File: src/psh_pkg.sv
// psh_pkg: constants, register map and types of the programmer start handshake block
// assumes a single 50 MHz core clock; no other file defines these names
package psh_pkg;

    localparam int CLK_HZ        = 50_000_000;
    localparam int MS_PER_SEC    = 1000;
    localparam int MS_CYCLES_DEF = CLK_HZ / MS_PER_SEC;
    localparam int START_LOW_MS  = 10;

    // register byte addresses
    localparam logic [7:0] ADDR_DEFAULT = 8'h00;
    localparam logic [7:0] ADDR_OPTION0 = 8'h04;
    localparam logic [7:0] ADDR_OPTION3 = 8'h10;
    localparam logic [7:0] ADDR_STATUS  = 8'h14;
    localparam logic [7:0] ADDR_CONTROL = 8'h18;

    // setting layout, shared by default, option and control words
    localparam int IMG_LSB = 0;
    localparam int PEN_LSB = 4;
    localparam int GO_BIT  = 8;

    // status layout
    localparam int ST_BUSY_BIT  = 0;
    localparam int ST_WAIT_BIT  = 1;
    localparam int ST_LOW_BIT   = 2;
    localparam int ST_LINK_BIT  = 3;
    localparam int ST_RES_LSB   = 4;
    localparam int ST_SRC_LSB   = 8;
    localparam int ST_OPT_LSB   = 12;

    localparam logic [1:0] DEF_IMAGE   = 2'h0;
    localparam logic [3:0] DEF_PORTS   = 4'hf;
    localparam logic [2:0] OPT_DEFAULT = 3'h4;
    localparam int         NUM_SET     = 5;

    localparam logic [1:0] RESP_OKAY   = 2'h0;
    localparam logic [1:0] RESP_SLVERR = 2'h2;

    typedef enum logic [1:0] {
        SRC_BUTTON,
        SRC_LINE,
        SRC_HOST,
        SRC_NONE
    } psh_src_e;

    typedef struct packed {
        logic [1:0] image;
        logic [3:0] portEn;
    } psh_setting_s;

endpackage : psh_pkg

File: src/psh_ms_tick.sv
// psh_ms_tick: one-cycle enable pulse once per millisecond
// assumes core_clk at the package rate; clr restarts the millisecond phase
`timescale 1ns/1ps
module psh_ms_tick #(
    parameter int MS_CYCLES = psh_pkg::MS_CYCLES_DEF
) (
    input  wire logic core_clk,
    input  wire logic rst_n,
    input  wire logic clr,
    output logic      tick
);
    logic [31:0] cnt_q;

    assign tick = !clr && (cnt_q == 32'(MS_CYCLES - 1));

    always_ff @(posedge core_clk or negedge rst_n) begin
        if (!rst_n) begin
            cnt_q <= 32'h0;
        end else if (clr || tick) begin
            cnt_q <= 32'h0;
        end else begin
            cnt_q <= cnt_q + 32'h1;
        end
    end

endmodule : psh_ms_tick

File: src/psh_low_filter.sv
// psh_low_filter: fires once when the start line has been low for the full start time
// assumes lineLow already synchronised and tick restarted while the line is high
`timescale 1ns/1ps
module psh_low_filter #(
    parameter int LOW_MS = psh_pkg::START_LOW_MS
) (
    input  wire logic core_clk,
    input  wire logic rst_n,
    input  wire logic lineLow,
    input  wire logic tick,
    output logic      fire,
    output logic      armed
);
    logic [7:0] msCnt_q;
    logic       armed_q;

    assign fire  = armed_q && lineLow && tick && (msCnt_q == 8'(LOW_MS - 1));
    assign armed = armed_q;

    always_ff @(posedge core_clk or negedge rst_n) begin
        if (!rst_n) begin
            msCnt_q <= 8'h0;
            armed_q <= 1'b0;
        end else begin
            // a high line is the only thing that rearms
            if (!lineLow) begin
                armed_q <= 1'b1;
                msCnt_q <= 8'h0;
            end else if (fire) begin
                armed_q <= 1'b0;
                msCnt_q <= 8'h0;
            end else if (tick && armed_q) begin
                msCnt_q <= msCnt_q + 8'h1;
            end
        end
    end

    AST_FIRE_ONCE: assert property (@(posedge core_clk) disable iff (!rst_n)
        fire |=> !fire && !armed_q)
        else $error("start filter fired twice without rearm");

endmodule : psh_low_filter

File: src/psh_start_ctrl.sv
// psh_start_ctrl: start/active handshake, setting selection, results and AXI4-Lite registers
// assumes an external programming engine that pulses engineDone with enginePass valid
// assumes the start line pad resolves activeOe high as a pull to ground
//
// The address map and the AXI4-Lite slave port were decided locally.
`timescale 1ns/1ps

module psh_start_ctrl #(
    parameter int MS_CYCLES = psh_pkg::MS_CYCLES_DEF
) (
    input  wire logic        core_clk,
    input  wire logic        rst_n,
    // control connector
    input  wire logic        activeIn,
    output logic             activeOut,
    output logic             activeOe,
    input  wire logic        startButton,
    input  wire logic        optionOverrideEnableN,
    input  wire logic        optionChoiceBit0,
    input  wire logic        optionChoiceBit1,
    input  wire logic        hostLinkChoice,
    output logic             linkUseRs485,
    output logic             port1Result,
    output logic             port2Result,
    output logic             port3Result,
    output logic             port4Result,
    output logic [3:0]       lampPass,
    output logic [3:0]       lampFail,
    // programming engine
    output logic             engineStart,
    output logic [1:0]       engineImage,
    output logic [3:0]       enginePortEn,
    input  wire logic        engineDone,
    input  wire logic [3:0]  enginePass,
    // AXI4-Lite slave
    input  wire logic [7:0]  s_axi_awaddr,
    input  wire logic        s_axi_awvalid,
    output logic             s_axi_awready,
    input  wire logic [31:0] s_axi_wdata,
    input  wire logic [3:0]  s_axi_wstrb,
    input  wire logic        s_axi_wvalid,
    output logic             s_axi_wready,
    output logic [1:0]       s_axi_bresp,
    output logic             s_axi_bvalid,
    input  wire logic        s_axi_bready,
    input  wire logic [7:0]  s_axi_araddr,
    input  wire logic        s_axi_arvalid,
    output logic             s_axi_arready,
    output logic [31:0]      s_axi_rdata,
    output logic [1:0]       s_axi_rresp,
    output logic             s_axi_rvalid,
    input  wire logic        s_axi_rready
);
    typedef enum logic [1:0] {ST_IDLE, ST_RUN, ST_WAIT_HIGH} psh_state_e;

    function automatic psh_pkg::psh_setting_s unpackSet(input logic [31:0] w);
        unpackSet.image  = w[psh_pkg::IMG_LSB +: 2];
        unpackSet.portEn = w[psh_pkg::PEN_LSB +: 4];
    endfunction : unpackSet

    function automatic logic [31:0] packSet(input psh_pkg::psh_setting_s s);
        packSet = 32'h0;
        packSet[psh_pkg::IMG_LSB +: 2] = s.image;
        packSet[psh_pkg::PEN_LSB +: 4] = s.portEn;
    endfunction : packSet

    // select 11 -> 0 ... 00 -> 3, so the option is the inverted pair
    function automatic logic [1:0] optionOf(input logic b1, input logic b0);
        optionOf = ~{b1, b0};
    endfunction : optionOf

    psh_state_e               state_q;
    psh_pkg::psh_setting_s    setStore_q [psh_pkg::NUM_SET];
    psh_pkg::psh_setting_s    hostSet_q;
    psh_pkg::psh_setting_s    cycleSet_q;
    psh_pkg::psh_src_e        src_q;
    logic [2:0]               optUsed_q;
    logic [3:0]               result_q;
    logic                     resultValid_q;
    logic                     hostGo_q;
    logic                     startPulse_q;
    logic                     link_q;
    logic                     oeLag_q;
    logic                     lineS1_q, lineS2_q, btnS1_q, btnS2_q, btnPrev_q;
    logic                     awHeld_q, wHeld_q, bvalid_q, rvalid_q;
    logic [7:0]               awAddr_q;
    logic [31:0]              wData_q, rdata_q;
    logic [1:0]               bresp_q, rresp_q;

    // first stage flops feed only the second stage
    always_ff @(posedge core_clk or negedge rst_n) begin
        if (!rst_n) begin
            lineS1_q  <= 1'b1;
            lineS2_q  <= 1'b1;
            btnS1_q   <= 1'b0;
            btnS2_q   <= 1'b0;
            btnPrev_q <= 1'b0;
        end else begin
            lineS1_q  <= activeIn;
            lineS2_q  <= lineS1_q;
            btnS1_q   <= startButton;
            btnS2_q   <= btnS1_q;
            btnPrev_q <= btnS2_q;
        end
    end

    wire lineLow = !lineS2_q;
    wire msTick;
    wire lineFire;
    wire lineArmed;

    psh_ms_tick #(.MS_CYCLES(MS_CYCLES)) u_tick (
        .core_clk (core_clk),
        .rst_n    (rst_n),
        .clr      (!lineLow),
        .tick     (msTick)
    );

    psh_low_filter #(.LOW_MS(psh_pkg::START_LOW_MS)) u_filter (
        .core_clk (core_clk),
        .rst_n    (rst_n),
        .lineLow  (lineLow),
        .tick     (msTick),
        .fire     (lineFire),
        .armed    (lineArmed)
    );

    // start decision: the line wins, then the button, then the host
    wire       stIdle     = (state_q == ST_IDLE);
    wire       btnPress   = btnS2_q && !btnPrev_q;
    wire       takeLine   = stIdle && lineFire;
    wire       takeButton = stIdle && !lineFire && btnPress;
    wire       takeHost   = stIdle && !lineFire && !btnPress && hostGo_q;
    wire       takeAny    = takeLine || takeButton || takeHost;
    wire       optActive  = !optionOverrideEnableN;
    wire [1:0] optIdx     = optionOf(optionChoiceBit1, optionChoiceBit0);
    wire [2:0] setIdx     = optActive ? ({1'b0, optIdx} + 3'h1) : 3'h0;
    wire [2:0] optCode    = optActive ? {1'b0, optIdx} : psh_pkg::OPT_DEFAULT;
    // host cycles never look at the stored defaults
    wire psh_pkg::psh_setting_s startSet = takeHost ? hostSet_q : setStore_q[setIdx];

    always_ff @(posedge core_clk or negedge rst_n) begin
        if (!rst_n) begin
            state_q       <= ST_IDLE;
            cycleSet_q    <= '0;
            src_q         <= psh_pkg::SRC_NONE;
            optUsed_q     <= psh_pkg::OPT_DEFAULT;
            startPulse_q  <= 1'b0;
            result_q      <= 4'h0;
            resultValid_q <= 1'b0;
            link_q        <= 1'b0;
            oeLag_q       <= 1'b0;
        end else begin
            link_q       <= hostLinkChoice;
            oeLag_q      <= (state_q == ST_RUN);
            startPulse_q <= takeAny;
            unique case (state_q)
                ST_IDLE: begin
                    if (takeAny) begin
                        state_q       <= ST_RUN;
                        cycleSet_q    <= startSet;
                        optUsed_q     <= takeHost ? psh_pkg::OPT_DEFAULT : optCode;
                        src_q         <= takeLine ? psh_pkg::SRC_LINE :
                                         takeButton ? psh_pkg::SRC_BUTTON : psh_pkg::SRC_HOST;
                        resultValid_q <= 1'b0;
                    end
                end
                ST_RUN: begin
                    if (engineDone) begin
                        state_q       <= ST_WAIT_HIGH;
                        result_q      <= enginePass & cycleSet_q.portEn;
                        resultValid_q <= 1'b1;
                    end
                end
                ST_WAIT_HIGH: begin
                    if (!lineLow) begin
                        state_q <= ST_IDLE;
                    end
                end
            endcase
        end
    end

    // one extra cycle of pull-down so results settle before the line can rise
    assign activeOe     = (state_q == ST_RUN) || oeLag_q;
    assign activeOut    = 1'b0;
    assign engineStart  = startPulse_q;
    assign engineImage  = cycleSet_q.image;
    assign enginePortEn = cycleSet_q.portEn;
    assign linkUseRs485 = link_q;
    assign port1Result  = result_q[0];
    assign port2Result  = result_q[1];
    assign port3Result  = result_q[2];
    assign port4Result  = result_q[3];
    assign lampPass     = resultValid_q ? result_q : 4'h0;
    assign lampFail     = resultValid_q ? (cycleSet_q.portEn & ~result_q) : 4'h0;

    // register slave: one write and one read in flight, address and data in any order
    wire       doWrite   = awHeld_q && wHeld_q && !bvalid_q;
    wire       wrSetting = (awAddr_q <= psh_pkg::ADDR_OPTION3) && (awAddr_q[1:0] == 2'h0);
    wire       wrControl = (awAddr_q == psh_pkg::ADDR_CONTROL);
    wire [2:0] wrIdx     = 3'(awAddr_q[7:2]);
    wire       rdTake    = s_axi_arvalid && !rvalid_q;
    wire       rdSetting = (s_axi_araddr <= psh_pkg::ADDR_OPTION3) && (s_axi_araddr[1:0] == 2'h0);
    wire [2:0] rdIdx     = 3'(s_axi_araddr[7:2]);

    logic [31:0] statusWord;
    always_comb begin
        statusWord = 32'h0;
        statusWord[psh_pkg::ST_BUSY_BIT]      = (state_q == ST_RUN);
        statusWord[psh_pkg::ST_WAIT_BIT]      = (state_q == ST_WAIT_HIGH);
        statusWord[psh_pkg::ST_LOW_BIT]       = lineLow;
        statusWord[psh_pkg::ST_LINK_BIT]      = link_q;
        statusWord[psh_pkg::ST_RES_LSB +: 4]  = result_q;
        statusWord[psh_pkg::ST_SRC_LSB +: 2]  = src_q;
        statusWord[psh_pkg::ST_OPT_LSB +: 3]  = optUsed_q;
    end

    wire [31:0] ctrlWord = packSet(hostSet_q);
    wire        rdOk     = rdSetting || (s_axi_araddr == psh_pkg::ADDR_STATUS)
                           || (s_axi_araddr == psh_pkg::ADDR_CONTROL);
    wire [31:0] rdWord   = rdSetting ? packSet(setStore_q[rdIdx]) :
                           (s_axi_araddr == psh_pkg::ADDR_STATUS) ? statusWord :
                           (s_axi_araddr == psh_pkg::ADDR_CONTROL) ? ctrlWord : 32'h0;
    wire [31:0] wrMerged = {23'h0, wData_q[8:0]};

    assign s_axi_awready = !awHeld_q && !bvalid_q;
    assign s_axi_wready  = !wHeld_q && !bvalid_q;
    assign s_axi_bvalid  = bvalid_q;
    assign s_axi_bresp   = bresp_q;
    assign s_axi_arready = !rvalid_q;
    assign s_axi_rvalid  = rvalid_q;
    assign s_axi_rdata   = rdata_q;
    assign s_axi_rresp   = rresp_q;

    always_ff @(posedge core_clk or negedge rst_n) begin
        if (!rst_n) begin
            awHeld_q <= 1'b0;
            wHeld_q  <= 1'b0;
            awAddr_q <= 8'h0;
            wData_q  <= 32'h0;
            bvalid_q <= 1'b0;
            bresp_q  <= psh_pkg::RESP_OKAY;
            rvalid_q <= 1'b0;
            rdata_q  <= 32'h0;
            rresp_q  <= psh_pkg::RESP_OKAY;
        end else begin
            if (s_axi_awvalid && s_axi_awready) begin
                awHeld_q <= 1'b1;
                awAddr_q <= s_axi_awaddr;
            end
            if (s_axi_wvalid && s_axi_wready) begin
                wHeld_q <= 1'b1;
                wData_q <= s_axi_wstrb[0] ? s_axi_wdata : 32'h0;
            end
            if (doWrite) begin
                awHeld_q <= 1'b0;
                wHeld_q  <= 1'b0;
                bvalid_q <= 1'b1;
                bresp_q  <= (wrSetting || wrControl) ? psh_pkg::RESP_OKAY : psh_pkg::RESP_SLVERR;
            end else if (bvalid_q && s_axi_bready) begin
                bvalid_q <= 1'b0;
            end
            if (rdTake) begin
                rvalid_q <= 1'b1;
                rdata_q  <= rdWord;
                rresp_q  <= rdOk ? psh_pkg::RESP_OKAY : psh_pkg::RESP_SLVERR;
            end else if (rvalid_q && s_axi_rready) begin
                rvalid_q <= 1'b0;
            end
        end
    end

    // settings storage; fields sit in the low byte, go in bit 8
    always_ff @(posedge core_clk or negedge rst_n) begin
        if (!rst_n) begin
            for (int i = 0; i < psh_pkg::NUM_SET; i++) begin
                setStore_q[i] <= '{image: psh_pkg::DEF_IMAGE, portEn: psh_pkg::DEF_PORTS};
            end
            hostSet_q <= '{image: psh_pkg::DEF_IMAGE, portEn: psh_pkg::DEF_PORTS};
            hostGo_q  <= 1'b0;
        end else begin
            if (doWrite && wrSetting) begin
                setStore_q[wrIdx] <= unpackSet(wrMerged);
            end
            if (doWrite && wrControl) begin
                hostSet_q <= unpackSet(wrMerged);
            end
            // a go written while busy is dropped, not queued; no status bit records it
            if (doWrite && wrControl && wrMerged[psh_pkg::GO_BIT] && stIdle) begin
                hostGo_q <= 1'b1;
            end else if (takeAny || !stIdle) begin
                hostGo_q <= 1'b0;
            end
        end
    end

    // helper: cycles of continuous low on the synchronised line
    logic [31:0] lowRun_q;
    always_ff @(posedge core_clk or negedge rst_n) begin
        if (!rst_n) begin
            lowRun_q <= 32'h0;
        end else if (!lineLow) begin
            lowRun_q <= 32'h0;
        end else if (lowRun_q != 32'hffffffff) begin
            lowRun_q <= lowRun_q + 32'h1;
        end
    end

    AST_LINE_MIN_LOW: assert property (@(posedge core_clk) disable iff (!rst_n)
        takeLine |-> lowRun_q >= 32'(psh_pkg::START_LOW_MS * MS_CYCLES - 1))
        else $error("line start accepted before the minimum low time");
    AST_HOLD_LOW: assert property (@(posedge core_clk) disable iff (!rst_n)
        takeAny |=> activeOe && activeOut == 1'b0 throughout (!engineDone [*1]))
        else $error("line not held low after start");
    AST_NO_REARM: assert property (@(posedge core_clk) disable iff (!rst_n)
        (state_q == ST_WAIT_HIGH) && lineLow |=> (state_q == ST_WAIT_HIGH) && !engineStart)
        else $error("new cycle without line returning high");
    AST_BUTTON: assert property (@(posedge core_clk) disable iff (!rst_n)
        takeButton |=> engineStart && activeOe ##1 !engineStart)
        else $error("button press did not start a single cycle");
    AST_PORTS_ONLY: assert property (@(posedge core_clk) disable iff (!rst_n)
        resultValid_q |-> (result_q & ~enginePortEn) == 4'h0)
        else $error("result reported for a disabled port");
    AST_OPTION_MAP: assert property (@(posedge core_clk) disable iff (!rst_n)
        (takeLine || takeButton) && optActive |=> optUsed_q == {1'b0, ~$past(optionChoiceBit1),
                                                    ~$past(optionChoiceBit0)})
        else $error("option select mapped wrongly");
    AST_DEFAULT_SET: assert property (@(posedge core_clk) disable iff (!rst_n)
        (takeLine || takeButton) && !optActive |=> enginePortEn == $past(setStore_q[0].portEn))
        else $error("default setting not used");
    AST_RESULT_FIRST: assert property (@(posedge core_clk) disable iff (!rst_n)
        $fell(activeOe) |-> resultValid_q && result_q == ($past(enginePass, 2) & enginePortEn))
        else $error("results not valid when the line is released");
    AST_LAMPS: assert property (@(posedge core_clk) disable iff (!rst_n)
        resultValid_q |-> (lampPass | lampFail) == enginePortEn && (lampPass & lampFail) == 4'h0)
        else $error("lamps disagree with results");
    AST_LINK: assert property (@(posedge core_clk) disable iff (!rst_n)
        ##1 linkUseRs485 == $past(hostLinkChoice))
        else $error("link choice not followed");

    COV_LINE_CYCLE: cover property (@(posedge core_clk) disable iff (!rst_n)
        takeLine ##[1:1000] $fell(activeOe));
    COV_BUTTON_CYCLE: cover property (@(posedge core_clk) disable iff (!rst_n) takeButton);
    COV_HOST_CYCLE: cover property (@(posedge core_clk) disable iff (!rst_n) takeHost);
    COV_OPTION: cover property (@(posedge core_clk) disable iff (!rst_n) takeLine && optActive);

endmodule : psh_start_ctrl

File: config.mk
export PLATFORM = sky130hd
export DESIGN_NAME = psh_start_ctrl
export DESIGN_NICKNAME = d
export VERILOG_FILES = /design/src/psh_pkg.sv /design/src/psh_ms_tick.sv /design/src/psh_low_filter.sv /design/src/psh_start_ctrl.sv
export SDC_FILE = /design/constraint.sdc
export NUM_CORES = 1
export LEC_CHECK = 0
export BUFFER_PORTS_ARGS = -buffer_cell sky130_fd_sc_hd__buf_2
export CORE_UTILIZATION = 50
export CTS_BUF_LIST = sky130_fd_sc_hd__clkbuf_2 sky130_fd_sc_hd__clkbuf_4 sky130_fd_sc_hd__clkbuf_8
export DETAILED_ROUTE_END_ITERATION = 10
export GPL_ROUTABILITY_DRIVEN = 0
export PLACE_DENSITY = 0.76
export SETUP_SLACK_MARGIN = 0.4
export SLEW_MARGIN = 40
export SYNTH_ARGS = -nofsm -noshare
export SYNTH_HDL_FRONTEND = slang
export SYNTH_HIERARCHICAL = 1
export SYNTH_SLANG_ARGS = --single-unit
File: constraint.sdc
create_clock -name core_clk -period 3.1 [get_ports core_clk]
set_clock_uncertainty 0.15 [all_clocks]
set_input_delay 0.155 -clock core_clk [delete_from_list [all_inputs] [get_ports core_clk]]
set_output_delay 0.155 -clock core_clk [all_outputs]
set_load 0.005 [all_outputs]
==> results.json, run 1 <==
{
  "outcome": "complete, no violations",
  "r2r_slack_ns": 0.26,
  "synthSimpleGateAreaFrac_pct": 19.2,
  "grt_pass1_wl_mm": 28.8,
  "layout_commonest_cell": "dfrtp_1",
  "synth_top_family_by_area": "simple AND/OR/NAND/NOR gates",
  "crit_type": "reg -> reg",
  "synthDominantCellAreaShare_pct": 38.6,
  "detail-route-antenna-nets": 0,
  "drc": 0,
  "synthAdderAreaFrac_pct": 1.24,
  "cts_max_level": 4,
  "cp_max_fo": 4,
  "vias": 5936,
  "drtIter0Drc": 461,
  "async_flop_share_pct": 100,
  "dpl_cell_area_um2": 7610,
  "synth-main-ff-cell": "dfrtp_1",
  "synth_mux_area_share_pct": 10.5,
  "path_buf_inv": 1,
  "cap_violations": 0,
  "place_hpwl_mm": 11.4,
  "yosys_warnings": 6,
  "die_h_um": 121,
  "layout-drive-gt1-share_pct": 32.1,
  "start_util_pct": 51.1,
  "setup_violations": 0,
  "min_path_cells": 5,
  "antenna_found_initial": 0,
  "clock-sinks": 138,
  "fmax_mhz": 352,
  "die_w_um": 121,
  "setup_tns_ns": 0,
  "peakVddDrop_uv": 319,
  "max_stage_delay_ns": 0.57,
  "yosysTopAreaCell": "dfrtp_1",
  "area_growth_syn_to_layout_pct": 21.3,
  "syn_area_um2": 7060,
  "min_period_ns": 2.84,
  "crit_path_frequent_cell": "nor2_4",
  "pin_count": 133,
  "holdWs_ns": 0.0453,
  "rr_startpoint": "u_tick/cnt_q[11]",
  "p_leak_uw": 0.00376,
  "clkTransAtPathRegs_ns": 0.07,
  "synth-xor-area-share_pct": 2.11,
  "grt_pass1_vias": 5795,
  "synth_compound_area_share_pct": 12.1,
  "row_count": 43,
  "hold_class": "in -> reg",
  "core_um2": 13800,
  "layout.cells.non_filler": 1006,
  "r2r_end": "optUsed_q[1]",
  "final_area_um2": 8570,
  "crit_chain": "or4b_4 -> or4_4 -> nor2_4 -> and2_4 -> nand3_4 -> nor2_4 -> nor3_4 -> nand2b_4 -> buf_4 -> a32o_1",
  "cp.required_ns": 3.29,
  "final_util_pct": 61.9,
  "post_synth.cell_area_avg_um2": 10.4,
  "cts.root.buffer_cell": "clkbuf_8",
  "synth_edf_count": 0,
  "vias_per_cell": 5.90,
  "n_antenna_cell": 0,
  "fin_crit_sh_pct": 91.6,
  "grt_max_degree": 43,
  "yosysSeqAreaShare_pct": 49.4,
  "holdPathEnd": "s_axi_rdata[1]",
  "clk_latency_ns": 0.45,
  "ff2ff_path_depth": 10,
  "synthTopCellsByArea": "dfrtp_1, dfstp_2, mux2_2",
  "cts_tree": "done",
  "synth.distinct_cells": 65,
  "cp_slowest_cell": "or4_4",
  "portBuffers": 82,
  "finalHoldViolations": 0,
  "ys_ff_latch": 138,
  "num-fill-cells": 1053,
  "cp_num_cells": 10,
  "clk_path_buf_depth": 2,
  "gr-total-overflow": 0,
  "dp.cells": 918,
  "final_cell_mix": "dfrtp_1, nand2_1, buf_2, mux2_2, dlygate4sd3_1",
  "rsz0062_at_grt": "true",
  "max-slew-margin-rel_pct": 54.7,
  "cp_top_family": "simple AND/OR/NAND/NOR gates",
  "power.density_nw_per_um2": 563,
  "worst_pin_slew_ns": 0.679,
  "worstSetupEndpointType": "flop",
  "slew_viol_final": 0,
  "final_net_count": 891,
  "routedWlPerCell_um": 17.4,
  "worstHoldStart": "s_axi_araddr[0]",
  "design.die.area_um2": 14600,
  "cp.arrival_ns": 3.03,
  "crit_path_start_kind": "flop",
  "drt_first_pass_iters": 6,
  "finalWirelength_mm": 17.5,
  "track_usage_pct": 25.3,
  "synthCells": 678,
  "cts_buffers": 17
}
registers in the layout (all words and copies together), names as in the netlist, 2 cells and up:
| register | cells |
|---|---|
| optUsed_q | 3 |
| enginePortEn | 4 |
| src_q | 2 |
| s_axi_rdata | 13 |
| setStore_q | 30 |
| result_q | 4 |
| engineImage | 2 |
| u_filter/msCnt_q | 8 |
| wData_q | 7 |
| u_tick/cnt_q | 32 |
| state_q | 2 |
| ctrlWord | 6 |
| awAddr_q | 8 |
power by group:
| part | total [µW] | internal (µW) | switching (µW) |
|---|---|---|---|
| clock network | 1350 | 706 | 644 |
| registers | 2430 | 2090 | 339 |
| logic | 1040 | 504 | 533 |
through the flow:
stage               power, µW  setup WS (ns)
detailed placement       3400          0.121
CTS                      4800          0.277
floorplan                2990          0.412
finish                   4820          0.261
global placement         3340          0.191
global route             5060          0.147
worst min-delay path: cells and delay by family:
family	cells	cell delay, ns
AOI/OAI and AO/OA	2	0.19
and+or+nand+nor	2	0.19
buffers and inverters	1	0.07
cells in the mapped netlist (all sizes together), types with 3 or more instances:
| cell | count |
|---|---|
| ha | 7 |
| o32a | 6 |
| and4 | 3 |
| nand4b | 3 |
| xnor2 | 12 |
| a31oi | 8 |
| inv | 20 |
| o22ai | 6 |
| mux2 | 54 |
| mux2i | 11 |
| o31ai | 14 |
| a21oi | 23 |
| and2 | 8 |
| nand3 | 20 |
| o41ai | 7 |
| or3 | 4 |
| a21boi | 5 |
| buf | 30 |
| o32ai | 5 |
| nor2b | 3 |
| nor4 | 10 |
| nor2 | 38 |
| nor4b | 3 |
| o2111ai | 7 |
| or2 | 4 |
| or4 | 20 |
| a32o | 3 |
| nand4 | 12 |
| dfrtp | 109 |
| nand2b | 12 |
| nand2 | 85 |
| and3 | 8 |
| dfstp | 29 |
| clkbuf | 22 |
| nor3 | 7 |
| xor2 | 5 |
| o21ai | 35 |
timing repair:
item / CTS / global route
pin swaps: 14 / 4
hold buffers: 38 / 0
gates cloned: 1 / 0
resized for setup: 14 / 4
endpoints found under the setup margin: 17 / 18
buffers inserted: 15 / 3
endpoints found under the hold margin: 73 / 0
cell families after synthesis:
logic type,Yosys count
muxes,66
xor gates and xnor gates,17
other,1
adders and majority gates,7
AOI/OAI and AO/OA,128
DFF,138
and+or+nand+nor,247
buffers and inverters,74
routing by layer:
metal	vias to the layer above	wire, µm	GRT usage [%]
li1	2701	-	-
met1	2922	7450	32.3
met2	266	8550	41.8
met3	47	991	4.81
met4	0	476	11.3
met5	-	0	0
how the worst max path moves through the flow:
stage	from	end	slack, ns
finish	u_tick/cnt_q[11]	optUsed_q[1]	0.26
global placement	u_tick/cnt_q[17]	optUsed_q[1]	0.19
floorplan	u_tick/cnt_q[11]	engineImage[0]	0.41
detailed placement	u_tick/cnt_q[17]	engineImage[0]	0.12
global route	u_tick/cnt_q[7]	engineImage[0]	0.15
CTS	u_tick/cnt_q[11]	engineImage[0]	0.28
area by class of cell:
type	count	area (µm²)	area share [%]
Sequential cell	138	3490	40.8
Multi-Input combinational cell	488	3400	39.7
Timing Repair Buffer	147	996	11.6
Clock buffer	28	348	4.06
Tap cell	180	225	2.63
Inverter	22	87.6	1.02
Clock inverter	3	15.0	0.175
Note: power is estimated with default switching activity, not from simulation.
==> run 2, diff against run 1 <==
BUFFER_PORTS_ARGS = default   (was -buffer_cell sky130_fd_sc_hd__buf_2)
CORE_ASPECT_RATIO = 2   (was default)
CTS_CLUSTER_SIZE = 28   (was default)
DONT_BUFFER_PORTS = 1   (was default)
PLACE_DENSITY = 0.68   (was 0.76)
==> results.json, run 2 (synthesized netlist as in run 1, its figures left out) <==
{
  "outcome": "complete, but fails checks",
  "violations": "negative hold slack",
  "grt_pass1_wl_mm": 29.7,
  "drtIter0Drc": 377,
  "pin_count": 133,
  "fmax_mhz": 344,
  "cp_max_fo": 8,
  "crit_path_start_kind": "flop",
  "r2r_slack_ns": 0.20,
  "cts.root.buffer_cell": "clkbuf_8",
  "vias": 5631,
  "final_cell_mix": "dfrtp_1, nand2_1, mux2_2, dlygate4sd3_1, o21ai_0",
  "clkTransAtPathRegs_ns": 0.08,
  "detail-route-antenna-nets": 0,
  "drc": 0,
  "num-fill-cells": 1048,
  "r2r_end": "enginePortEn[1]",
  "p_leak_uw": 0.00361,
  "cap_violations": 0,
  "antenna_found_initial": 0,
  "layout-drive-gt1-share_pct": 28.0,
  "max-slew-margin-rel_pct": 55.0,
  "rsz0062_at_grt": "true",
  "dp.cells": 850,
  "area_growth_syn_to_layout_pct": 22.0,
  "cp_top_family": "simple AND/OR/NAND/NOR gates",
  "grt_pass1_vias": 5767,
  "grt_max_degree": 139,
  "fin_crit_sh_pct": 93.7,
  "finalWirelength_mm": 18.7,
  "portBuffers": 0,
  "cts_buffers": 17,
  "gr-total-overflow": 0,
  "crit_type": "reg -> reg",
  "worst_pin_slew_ns": 0.669,
  "largest_register_ffs": 32,
  "core_um2": 13800,
  "rr_startpoint": "u_tick/cnt_q[0]",
  "n_antenna_cell": 0,
  "setup_tns_ns": 0,
  "power.density_nw_per_um2": 576,
  "start_util_pct": 51.1,
  "holdWs_ns": -0.745,
  "die_w_um": 86.0,
  "clock-sinks": 138,
  "layout_commonest_cell": "dfrtp_1",
  "drt_first_pass_iters": 6,
  "finalHoldViolations": 138,
  "max_stage_delay_ns": 0.56,
  "cp_slowest_cell": "or4_4",
  "min_period_ns": 2.90,
  "cp.arrival_ns": 3.10,
  "setup_ws_ns": 0.196,
  "pre_cts_slack_ns": 0.00750,
  "hold_class": "in -> async",
  "die_h_um": 170,
  "final_net_count": 829,
  "path_buf_inv": 1,
  "layout.cells.non_filler": 954,
  "cts_tree": "done",
  "peakVddDrop_uv": 383,
  "track_usage_pct": 26.5,
  "ff2ff_path_depth": 13,
  "clk_latency_ns": 0.44,
  "regMostFlops": "u_tick/cnt_q",
  "cts_max_level": 4,
  "row_count": 61,
  "clk_path_buf_depth": 2,
  "place_hpwl_mm": 12.7,
  "cts-hold-fix-buffers": 45,
  "cp.required_ns": 3.29,
  "design.die.area_um2": 14600,
  "vias_per_cell": 5.90,
  "slew_viol_final": 0,
  "setup_violations": 0,
  "crit_chain": "ha_2 -> nand3_2 -> nand2b_4 -> or4_4 -> nor2_4 -> and2_4 -> nand3_4 -> nor2_4 -> nor3_4 -> nand2b_4 -> inv_8 -> o22ai_4 -> a31oi_1",
  "routedWlPerCell_um": 19.6,
  "worstSetupEndpointType": "flop"
}
==> run 2: cell count changes in the layout (fill, tap and decap cells not counted), moves of 3 or more <==
| cell | delta |
|---|---|
| bufinv_16 | +4 |
| nor4_4 | +3 |
| buf_6 | +10 |
| clkinvlp_4 | +3 |
| clkbuf_8 | -4 |
| dlygate4sd3_1 | +7 |
| buf_2 | -81 |
| clkbuf_4 | -3 |
| nor2_4 | +5 |
| nor2_1 | -7 |
==> run 2: per-layer routing <==
metal,wire [µm],track usage (%),vias to the layer above
met5,0,0,-
met4,992,16.5,0
met3,580,4.27,51
met2,10500,49.1,179
met1,6630,27.0,2828
li1,-,-,2573
==> run 2: final cells by class <==
class | instances | area (µm²) | share of cell area [%]
timing repair buffer | 86 | 821 | 9.53
clock buffer | 21 | 270 | 3.14
multi-input combinational | 487 | 3530 | 41.0
sequential | 138 | 3500 | 40.6
inverter | 22 | 90.1 | 1.05
tap | 189 | 236 | 2.75
clock inverter | 11 | 170 | 1.98
==> run 2: power breakdown <==
part           leakage [µW]  internal, µW  switching, µW
Combinational       0.00166           450            428
Sequential          0.00173          2090            355
Clock              0.000217           927            708
==> run 2: metrics by stage <==
| step | util (%) | hold slack (ns) | instance area [µm²] | total power (µW) |
|---|---|---|---|---|
| finish | 62.3 | -0.745 | 8610 | 4960 |
| detailed placement | 52.5 | -0.288 | 7260 | 3230 |
| CTS | 60.6 | -0.768 | 8380 | 4960 |
| global placement | 52.5 | -0.288 | 7260 | 3170 |
| floorplan | - | -0.291 | 7200 | 2990 |
| global route | 62.3 | -0.769 | 8610 | 5200 |
==> run 2: repair_timing <==
item                                   in CTS  in global routing
pin swaps                                   9                 14
endpoints found under the hold margin     189                138
resized for setup                          14                 42
setup endpoints to repair                  19                 53
buffers inserted                           20                  7
==> run 2: worst max-delay path by stage <==
stage	cells past startpoint	to	slack, ns	startpoint
floorplan	12	engineImage[0]	0.41	u_tick/cnt_q[11]
global placement	12	enginePortEn[0]	0.04	u_tick/cnt_q[17]
detailed placement	12	enginePortEn[1]	0.008	u_tick/cnt_q[17]
CTS	11	enginePortEn[1]	0.22	u_tick/cnt_q[11]
global route	12	engineImage[0]	0.09	u_tick/cnt_q[30]
finish	13	enginePortEn[1]	0.20	u_tick/cnt_q[0]
==> run 2: worst reg2reg max path: cells and delay by family, from the launching register on <==
| kind | cells | cell delay [ns] |
|---|---|---|
| and+or+nand+nor | 9 | 1.69 |
| DFF | 1 | 0.40 |
| adders and majority gates | 1 | 0.23 |
| AOI/OAI and AO/OA | 2 | 0.23 |
| buffers and inverters | 1 | 0.12 |
